File: src/logic/uhcr_pkg.sv
package uhcr_pkg;

    // Register byte addresses in the microcontroller memory map
    localparam logic [15:0] ADDR_VID_LO = 16'h7fa0;
    localparam logic [15:0] ADDR_VID_HI = 16'h7fa1;
    localparam logic [15:0] ADDR_PID_LO = 16'h7fa2;
    localparam logic [15:0] ADDR_PID_HI = 16'h7fa3;
    localparam logic [15:0] ADDR_REL_LO = 16'h7fa4;
    localparam logic [15:0] ADDR_REL_HI = 16'h7fa5;
    localparam logic [15:0] ADDR_CTRL = 16'h7fa6;
    localparam logic [15:0] ADDR_RSVD = 16'h7fa7;

    // Register indices inside the block
    localparam logic [2:0] IDX_VID_LO = 3'h0;
    localparam logic [2:0] IDX_VID_HI = 3'h1;
    localparam logic [2:0] IDX_PID_LO = 3'h2;
    localparam logic [2:0] IDX_PID_HI = 3'h3;
    localparam logic [2:0] IDX_REL_LO = 3'h4;
    localparam logic [2:0] IDX_REL_HI = 3'h5;
    localparam logic [2:0] IDX_CTRL = 3'h6;
    localparam logic [2:0] IDX_RSVD = 3'h7;

    // Hub control register fields
    localparam int CTRL_HOLD_N_BIT = 7;
    localparam int CTRL_RSVD_BIT = 6;
    localparam int CTRL_ROUTE_LO_BIT = 2;
    localparam int NUM_DS_PORTS = 4;
    localparam int NUM_XCVR = 5;

    // Reset values
    localparam logic [7:0] CTRL_RESET = 8'h00;
    localparam logic [7:0] ID_RESET = 8'h00;
    localparam logic [7:0] RSVD_READ = 8'h00;

    // Token packet identifiers
    localparam logic [3:0] PID_OUT = 4'h1;
    localparam logic [3:0] PID_IN = 4'h9;
    localparam logic [3:0] PID_SETUP = 4'hd;

    // Firmware setup window after reset release
    localparam int SETUP_WINDOW_MS = 2;
    localparam int CLK_MHZ = 100;
    localparam int SETUP_WINDOW_CYCLES = SETUP_WINDOW_MS * 1000 * 1000 * CLK_MHZ / 1000;
    localparam int SETUP_TIMER_W = 18;

    typedef enum logic [1:0] {
        HUB_HOLD,
        HUB_RUN
    } uhcr_hub_state_t;

    typedef struct packed {
        logic [15:0] addr;
        logic [7:0] wdata;
        logic wr;
        logic rd;
    } uhcr_mcu_req_t;

    typedef struct packed {
        logic valid;
        logic [3:0] pid;
        logic [6:0] addr;
    } uhcr_token_t;

    typedef struct packed {
        uhcr_hub_state_t state;
        logic [15:0] vendor_id;
        logic [15:0] product_id;
        logic [15:0] release_number;
        logic [7:0] ctrl;
        logic [7:0] rdata;
        logic rvalid;
        logic hub_sel;
        logic bay_sel;
        logic [NUM_DS_PORTS-1:0] port_en;
        logic [NUM_DS_PORTS:0] on_hub;
        logic [NUM_XCVR-1:0] xcvr_en;
        logic [SETUP_TIMER_W-1:0] timer;
        logic window_open;
        logic setup_late;
    } uhcr_state_t;

    function automatic logic is_token(input logic [3:0] pid);
        return (pid == PID_SETUP) || (pid == PID_IN) || (pid == PID_OUT);
    endfunction

    function automatic logic in_block(input logic [15:0] addr);
        return addr[15:3] == ADDR_VID_LO[15:3];
    endfunction

endpackage

File: src/logic/uhcr_token_match.sv
module uhcr_token_match (
    input uhcr_pkg::uhcr_token_t tok,
    input logic [6:0] dev_addr,
    output logic match
);

    // Only SETUP, IN and OUT carry a device address worth comparing
    assign match = tok.valid && uhcr_pkg::is_token(tok.pid) && (tok.addr == dev_addr);

endmodule // uhcr_token_match

File: src/logic/uhcr_regs.sv
module uhcr_regs #(
    parameter int SETUP_CYCLES = uhcr_pkg::SETUP_WINDOW_CYCLES
) (
    input logic sys_clk,
    input logic nrst,
    input uhcr_pkg::uhcr_mcu_req_t mcu_req,
    output logic [7:0] mcu_rdata,
    output logic mcu_rvalid,
    input uhcr_pkg::uhcr_token_t token,
    input logic [6:0] hub_dev_addr,
    input logic [6:0] bay_dev_addr,
    input logic [3:0] host_port_enable,
    input logic [3:0] host_port_disable,
    output logic hub_ep_select,
    output logic bay_ep_select,
    output logic [15:0] vendor_id,
    output logic [15:0] product_id,
    output logic [15:0] release_number,
    output logic hub_controller_hold_n,
    output logic hub_requests_accept,
    output logic route_function_to_port5,
    output logic route_function_to_port4,
    output logic route_function_to_port3,
    output logic route_function_to_port2,
    output logic [4:0] port_on_hub,
    output logic [3:0] port_enabled,
    output logic [4:0] xcvr_enable,
    output logic setup_window_open,
    output logic setup_late
);

    localparam logic [uhcr_pkg::SETUP_TIMER_W-1:0] TIMER_LAST =
        uhcr_pkg::SETUP_TIMER_W'(SETUP_CYCLES - 1);

    uhcr_pkg::uhcr_state_t s_q;
    uhcr_pkg::uhcr_state_t s_d;
    logic hub_match;
    logic bay_match;
    logic wr_hit;
    logic rd_hit;
    logic [2:0] idx;
    logic [3:0] route;

    // Two independent decoders; the bay endpoint lives outside the hub logic
    uhcr_token_match u_hub_match (
        .tok(token),
        .dev_addr(hub_dev_addr),
        .match(hub_match)
    );

    uhcr_token_match u_bay_match (
        .tok(token),
        .dev_addr(bay_dev_addr),
        .match(bay_match)
    );

    assign idx = mcu_req.addr[2:0];
    assign wr_hit = mcu_req.wr && uhcr_pkg::in_block(mcu_req.addr);
    assign rd_hit = mcu_req.rd && uhcr_pkg::in_block(mcu_req.addr);

    always_comb begin
        s_d = s_q;
        s_d.rvalid = 1'b0;
        s_d.rdata = 8'h00;

        // Register writes; the reserved slot is not backed by storage
        if (wr_hit) begin
            case (idx)
                uhcr_pkg::IDX_VID_LO: s_d.vendor_id[7:0] = mcu_req.wdata;
                uhcr_pkg::IDX_VID_HI: s_d.vendor_id[15:8] = mcu_req.wdata;
                uhcr_pkg::IDX_PID_LO: s_d.product_id[7:0] = mcu_req.wdata;
                uhcr_pkg::IDX_PID_HI: s_d.product_id[15:8] = mcu_req.wdata;
                uhcr_pkg::IDX_REL_LO: s_d.release_number[7:0] = mcu_req.wdata;
                uhcr_pkg::IDX_REL_HI: s_d.release_number[15:8] = mcu_req.wdata;
                uhcr_pkg::IDX_CTRL: s_d.ctrl = mcu_req.wdata;
                default: s_d.ctrl = s_q.ctrl;
            endcase
        end

        // Reads return the value before any write in the same cycle
        if (rd_hit) begin
            s_d.rvalid = 1'b1;
            case (idx)
                uhcr_pkg::IDX_VID_LO: s_d.rdata = s_q.vendor_id[7:0];
                uhcr_pkg::IDX_VID_HI: s_d.rdata = s_q.vendor_id[15:8];
                uhcr_pkg::IDX_PID_LO: s_d.rdata = s_q.product_id[7:0];
                uhcr_pkg::IDX_PID_HI: s_d.rdata = s_q.product_id[15:8];
                uhcr_pkg::IDX_REL_LO: s_d.rdata = s_q.release_number[7:0];
                uhcr_pkg::IDX_REL_HI: s_d.rdata = s_q.release_number[15:8];
                uhcr_pkg::IDX_CTRL: s_d.rdata = s_q.ctrl;
                default: s_d.rdata = uhcr_pkg::RSVD_READ;
            endcase
        end

        // Hub controller hold follows the control register bit
        case (s_q.state)
            uhcr_pkg::HUB_HOLD: begin
                if (s_d.ctrl[uhcr_pkg::CTRL_HOLD_N_BIT]) begin
                    s_d.state = uhcr_pkg::HUB_RUN;
                end
            end
            uhcr_pkg::HUB_RUN: begin
                if (!s_d.ctrl[uhcr_pkg::CTRL_HOLD_N_BIT]) begin
                    s_d.state = uhcr_pkg::HUB_HOLD;
                end
            end
            default: s_d.state = uhcr_pkg::HUB_HOLD;
        endcase

        // Hub endpoint traffic is dropped while the controller is held
        s_d.hub_sel = hub_match && (s_q.state == uhcr_pkg::HUB_RUN);
        s_d.bay_sel = bay_match;

        // Routing: overlapping bits give overlapping routes, as firmware was warned
        route = s_d.ctrl[uhcr_pkg::CTRL_ROUTE_LO_BIT +: uhcr_pkg::NUM_DS_PORTS];
        s_d.on_hub[0] = ~|route;
        for (int p = 0; p < uhcr_pkg::NUM_DS_PORTS; p++) begin
            s_d.on_hub[p+1] = !route[p];
            // A routed port is under the function, not under host port control
            if (s_d.state != uhcr_pkg::HUB_RUN || route[p]) begin
                s_d.port_en[p] = 1'b0;
            end else if (host_port_enable[p]) begin
                s_d.port_en[p] = 1'b1;
            end else if (host_port_disable[p]) begin
                s_d.port_en[p] = 1'b0;
            end
            s_d.xcvr_en[p+1] = s_d.port_en[p] || route[p];
        end
        s_d.xcvr_en[0] = (s_d.state == uhcr_pkg::HUB_RUN);

        // Watch whether firmware released the hub inside the setup window
        if (s_q.window_open) begin
            if (s_d.state == uhcr_pkg::HUB_RUN) begin
                s_d.window_open = 1'b0;
            end else if (s_q.timer == TIMER_LAST) begin
                s_d.window_open = 1'b0;
                s_d.setup_late = 1'b1;
            end else begin
                s_d.timer = s_q.timer + 1'b1;
            end
        end
    end

    always_ff @(posedge sys_clk or negedge nrst) begin
        if (!nrst) begin
            s_q <= '{
                state: uhcr_pkg::HUB_HOLD,
                vendor_id: {uhcr_pkg::ID_RESET, uhcr_pkg::ID_RESET},
                product_id: {uhcr_pkg::ID_RESET, uhcr_pkg::ID_RESET},
                release_number: {uhcr_pkg::ID_RESET, uhcr_pkg::ID_RESET},
                ctrl: uhcr_pkg::CTRL_RESET,
                rdata: 8'h00,
                rvalid: 1'b0,
                hub_sel: 1'b0,
                bay_sel: 1'b0,
                port_en: 4'h0,
                on_hub: 5'h1f,
                xcvr_en: 5'h00,
                timer: '0,
                window_open: 1'b1,
                setup_late: 1'b0
            };
        end else begin
            s_q <= s_d;
        end
    end

    assign mcu_rdata = s_q.rdata;
    assign mcu_rvalid = s_q.rvalid;
    assign hub_ep_select = s_q.hub_sel;
    assign bay_ep_select = s_q.bay_sel;
    assign vendor_id = s_q.vendor_id;
    assign product_id = s_q.product_id;
    assign release_number = s_q.release_number;
    assign hub_controller_hold_n = s_q.ctrl[uhcr_pkg::CTRL_HOLD_N_BIT];
    assign hub_requests_accept = (s_q.state == uhcr_pkg::HUB_RUN);
    assign route_function_to_port5 = s_q.ctrl[5];
    assign route_function_to_port4 = s_q.ctrl[4];
    assign route_function_to_port3 = s_q.ctrl[3];
    assign route_function_to_port2 = s_q.ctrl[2];
    assign port_on_hub = s_q.on_hub;
    assign port_enabled = s_q.port_en;
    assign xcvr_enable = s_q.xcvr_en;
    assign setup_window_open = s_q.window_open;
    assign setup_late = s_q.setup_late;
endmodule // uhcr_regs

File: config.mk
export PLATFORM = sky130hd
export DESIGN_NAME = uhcr_regs
export DESIGN_NICKNAME = d
export VERILOG_FILES = /design/src/logic/uhcr_pkg.sv /design/src/logic/uhcr_token_match.sv /design/src/logic/uhcr_regs.sv
export SDC_FILE = /design/constraint.sdc
export NUM_CORES = 1
export LEC_CHECK = 0
export ABC_AREA = 0
export BUFFER_PORTS_ARGS = -buffer_cell sky130_fd_sc_hd__buf_4
export CORE_UTILIZATION = 30
export CTS_CLUSTER_SIZE = 30
export DETAILED_ROUTE_END_ITERATION = 6
export PLACE_DENSITY = 0.52
export SETUP_SLACK_MARGIN = 0.4
export SLEW_MARGIN = 5
export SYNTH_ARGS = -nofsm -noshare
export SYNTH_HDL_FRONTEND = slang
export SYNTH_HIERARCHICAL = 1
export SYNTH_SLANG_ARGS = --single-unit
File: constraint.sdc
create_clock -name sys_clk -period 2 [get_ports sys_clk]
set_input_delay 0.2 -clock sys_clk [delete_from_list [all_inputs] [get_ports sys_clk]]
set_output_delay 0.2 -clock sys_clk [all_outputs]
set_load 0.01 [all_outputs]
==> flow_metrics.tcl <==
set metrics [dict create \
    status "finished, final reports clean" \
    ys.flop_type "dfrtp_1" \
    syn_area_per_cell_um2 11.7 \
    ir_worst_vdd_mv 0.410 \
    cp-start-kind "flip-flop" \
    synth_top_cell_by_area "dfrtp_1" \
    routed_wl_um 14000 \
    drv_slew 0 \
    syn_to_final_growth_pct 29.5 \
    cp.arrival_ns 2.02 \
    hold_viol_final 0 \
    core_um2 17300 \
    cts_sinks 103 \
    cp.required_ns 2.22 \
    initial_core_util 0.307 \
    rsz0062_at_grt "yes" \
    finalCritPeriodShare 0.898 \
    powerDensity_nw_per_um2 597 \
    final.fill_count 1714 \
    syn_inst 453 \
    cts.clk_slew.worst_paths_ns 0.07 \
    cts_made_buffers 9 \
    finalSetupTns_ns 0 \
    grt_pass1_wl_um 21700 \
    path_class "reg -> reg" \
    ff_latch_area_um2 2590 \
    hold_depth 3 \
    synth_cell_types 56 \
    wl_per_cell_um 17.4 \
    cts-root-buf "clkbuf_16" \
    hold_path_class "in -> reg" \
    vias 3743 \
    clock_path_buffers 2 \
    grt_pass1_vias 3865 \
    dpl.hpwl_um 10300 \
    multi_input_comb_area_um2 2190 \
    clock_latency_ns 0.36 \
    gp_congestion 0.810 \
    synthArstFlopShare 1.00 \
    die_w_um 135 \
    antenna_left 0 \
    yosys-top-cells-area "dfrtp_1, mux2_2, buf_4" \
    die-area_um2 18300 \
    drive_gt1_frac 0.539 \
    drv_cap 0 \
    num_io_pins 143 \
    skew_ns 0.00543 \
    drt_iter0_drc 141 \
    io_buffers 142 \
    rows 48 \
    grt.overflow.total 0 \
    period_minus_slack_ns 1.80 \
    ys_seq_elements 103 \
    tritoncts "yes" \
    crit_fanout 6 \
    synth_top_area_share 0.457 \
    yosysWarnings 6 \
    synth_edf_count 0 \
    antenna_found_initial 0 \
    final_util 0.398 \
    grt_use_total 0.158 \
    finalSetupViolCount 0 \
    nets 633 \
    worstSetupEndpointType "flip-flop" \
    num_antenna_cells 0 \
    die_h_um 135 \
    syn-num-nets 516 \
    h-tree-depth 3 \
    fmax_mhz 557 \
    reg2reg_depth 5 \
    avgViaCountPerCell 4.68 \
    r2r_slack_ns 0.20 \
    leakagePower_nw 3.46 \
    drc 0 \
    drt_pass1_iterations 6 \
    syn_area_um2 5320 \
    grt_start_max_net_pins 49 \
    ys_seq_area_frac 0.486 \
]
-- cell usage after synthesis, drive strengths merged (4+ instances only) --
library cell and number:
a22oi 8, xnor2 14, o211ai 4, clkbuf 7, mux2 61, o21ai 8
nand3 12, xor2 15, nor4 4, and3 5, mux2i 9, mux4 4
inv 13, nand4 9, dfrtp 97, dfstp 6, nor2 19, nor3 22
buf 79, nand2 10, a21oi 6, nor2b 7
-- worst paths after layout --
check,from,to
worst min-delay path,host_port_enable[2],port_enabled[2]$_DFF_PN0_
worst max-delay path,s_q[14]$_DFFE_PN0P_,s_q[8]$_DFFE_PN0P_
worst max register to register,s_q[14]$_DFFE_PN0P_,s_q[8]$_DFFE_PN0P_
min in group asynchronous,nrst,s_q[11]$_DFFE_PN0P_
max in group asynchronous,nrst,port_on_hub[2]$_DFF_PN1_
worst min register to register,setup_late$_DFFE_PN0P_,setup_late$_DFFE_PN0P_
-- report_power, final --
part           internal, mW  leakage (nW)  total [mW]  switching (mW)
clock network         0.885         0.143        1.68           0.796
logic                 0.157          1.92       0.327           0.170
registers              2.10          1.40        2.10         0.00792
-- layout by cell type (no fill, tap or decap), types with 5 or more instances in the layout --
cell type / n
mux2_2: 57
inv_1: 11
dfrtp_1: 96
nand4_1: 9
a21oi_1: 6
nor2b_1: 7
nand2_1: 10
and3_1: 5
a22oi_1: 8
xnor2_1: 14
nand3_1: 11
nor2_1: 19
mux2i_1: 6
dfstp_2: 6
clkbuf_16: 9
xor2_1: 15
buf_4: 184
nor3_2: 14
nor3_1: 5
-- per-stage QoR --
stage / hold WS (ns) / area (um^2) / worst slack (ns) / std cells / power (mW)
floorplan: -0.0956 / 5380 / 0.318 / 453 / 2.27
global placement: 0.198 / 6390 / -0.0105 / 766 / 2.47
detailed placement: 0.202 / 6390 / -0.0162 / 766 / 2.47
CTS: 0.114 / 6770 / 0.203 / 791 / 4.18
global route: 0.127 / 6880 / 0.0628 / 800 / 4.29
finish: 0.119 / 6880 / 0.203 / 800 / 4.11
-- cell type report --
type / instances / area share
sequential: 103 / 0.376
multi-input combinational: 251 / 0.318
timing repair buffer: 192 / 0.217
tap: 225 / 0.0409
clock buffer: 10 / 0.0347
inverter: 13 / 0.00709
clock inverter: 6 / 0.00654
-- flip-flops by register name, indices dropped and copies added (netlist names) --
| name | flops |
|---|---|
| bay_ep_select | 1 |
| route_function_to_port2 | 1 |
| port_enabled | 4 |
| route_function_to_port4 | 1 |
| mcu_rvalid | 1 |
| hub_ep_select | 1 |
| setup_window_open | 1 |
| setup_late | 1 |
| port_on_hub | 5 |
| mcu_rdata | 8 |
| vendor_id | 16 |
| hub_controller_hold_n | 1 |
| route_function_to_port3 | 1 |
| release_number | 16 |
| product_id | 16 |
| s_q | 23 |
| xcvr_enable | 5 |
| route_function_to_port5 | 1 |
-- critical path, cell delays in order (launching register included) --
cell	delay [ns]
dfrtp_1	0.38
or4_4	0.56
nor3_4	0.33
buf_4	0.18
nor4_1	0.05
xor2_1	0.16
-- cells by family (layout without fill, tap and decap cells) --
| logic type | after synthesis | after routing | share of synthesized area |
|---|---|---|---|
| buffers and inverters | 99 | 221 | 0.123 |
| muxes | 74 | 74 | 0.165 |
| adders and majority gates | 1 | 1 | 0.00235 |
| xor gates and xnor gates | 29 | 29 | 0.0478 |
| and+or+nand+nor | 110 | 110 | 0.129 |
| AOI/OAI and AO/OA | 36 | 36 | 0.0464 |
| other | 1 | 1 | 0.000706 |
| DFF | 103 | 103 | 0.486 |
-- repair_timing --
item	CTS	global route
setup endpoints to repair	23	28
resized for setup	6	12
hold buffers	1	0
pin swaps	5	9
cloned	0	0
hold endpoints to repair	31	0
buffers inserted	8	9
-- layer usage --
layer	routed length, um	global-route usage
met2	6660	0.250
met4	264	0.0599
met5	0	0
met1	6240	0.209
met3	780	0.0372
(Power assumes the default switching activity.)
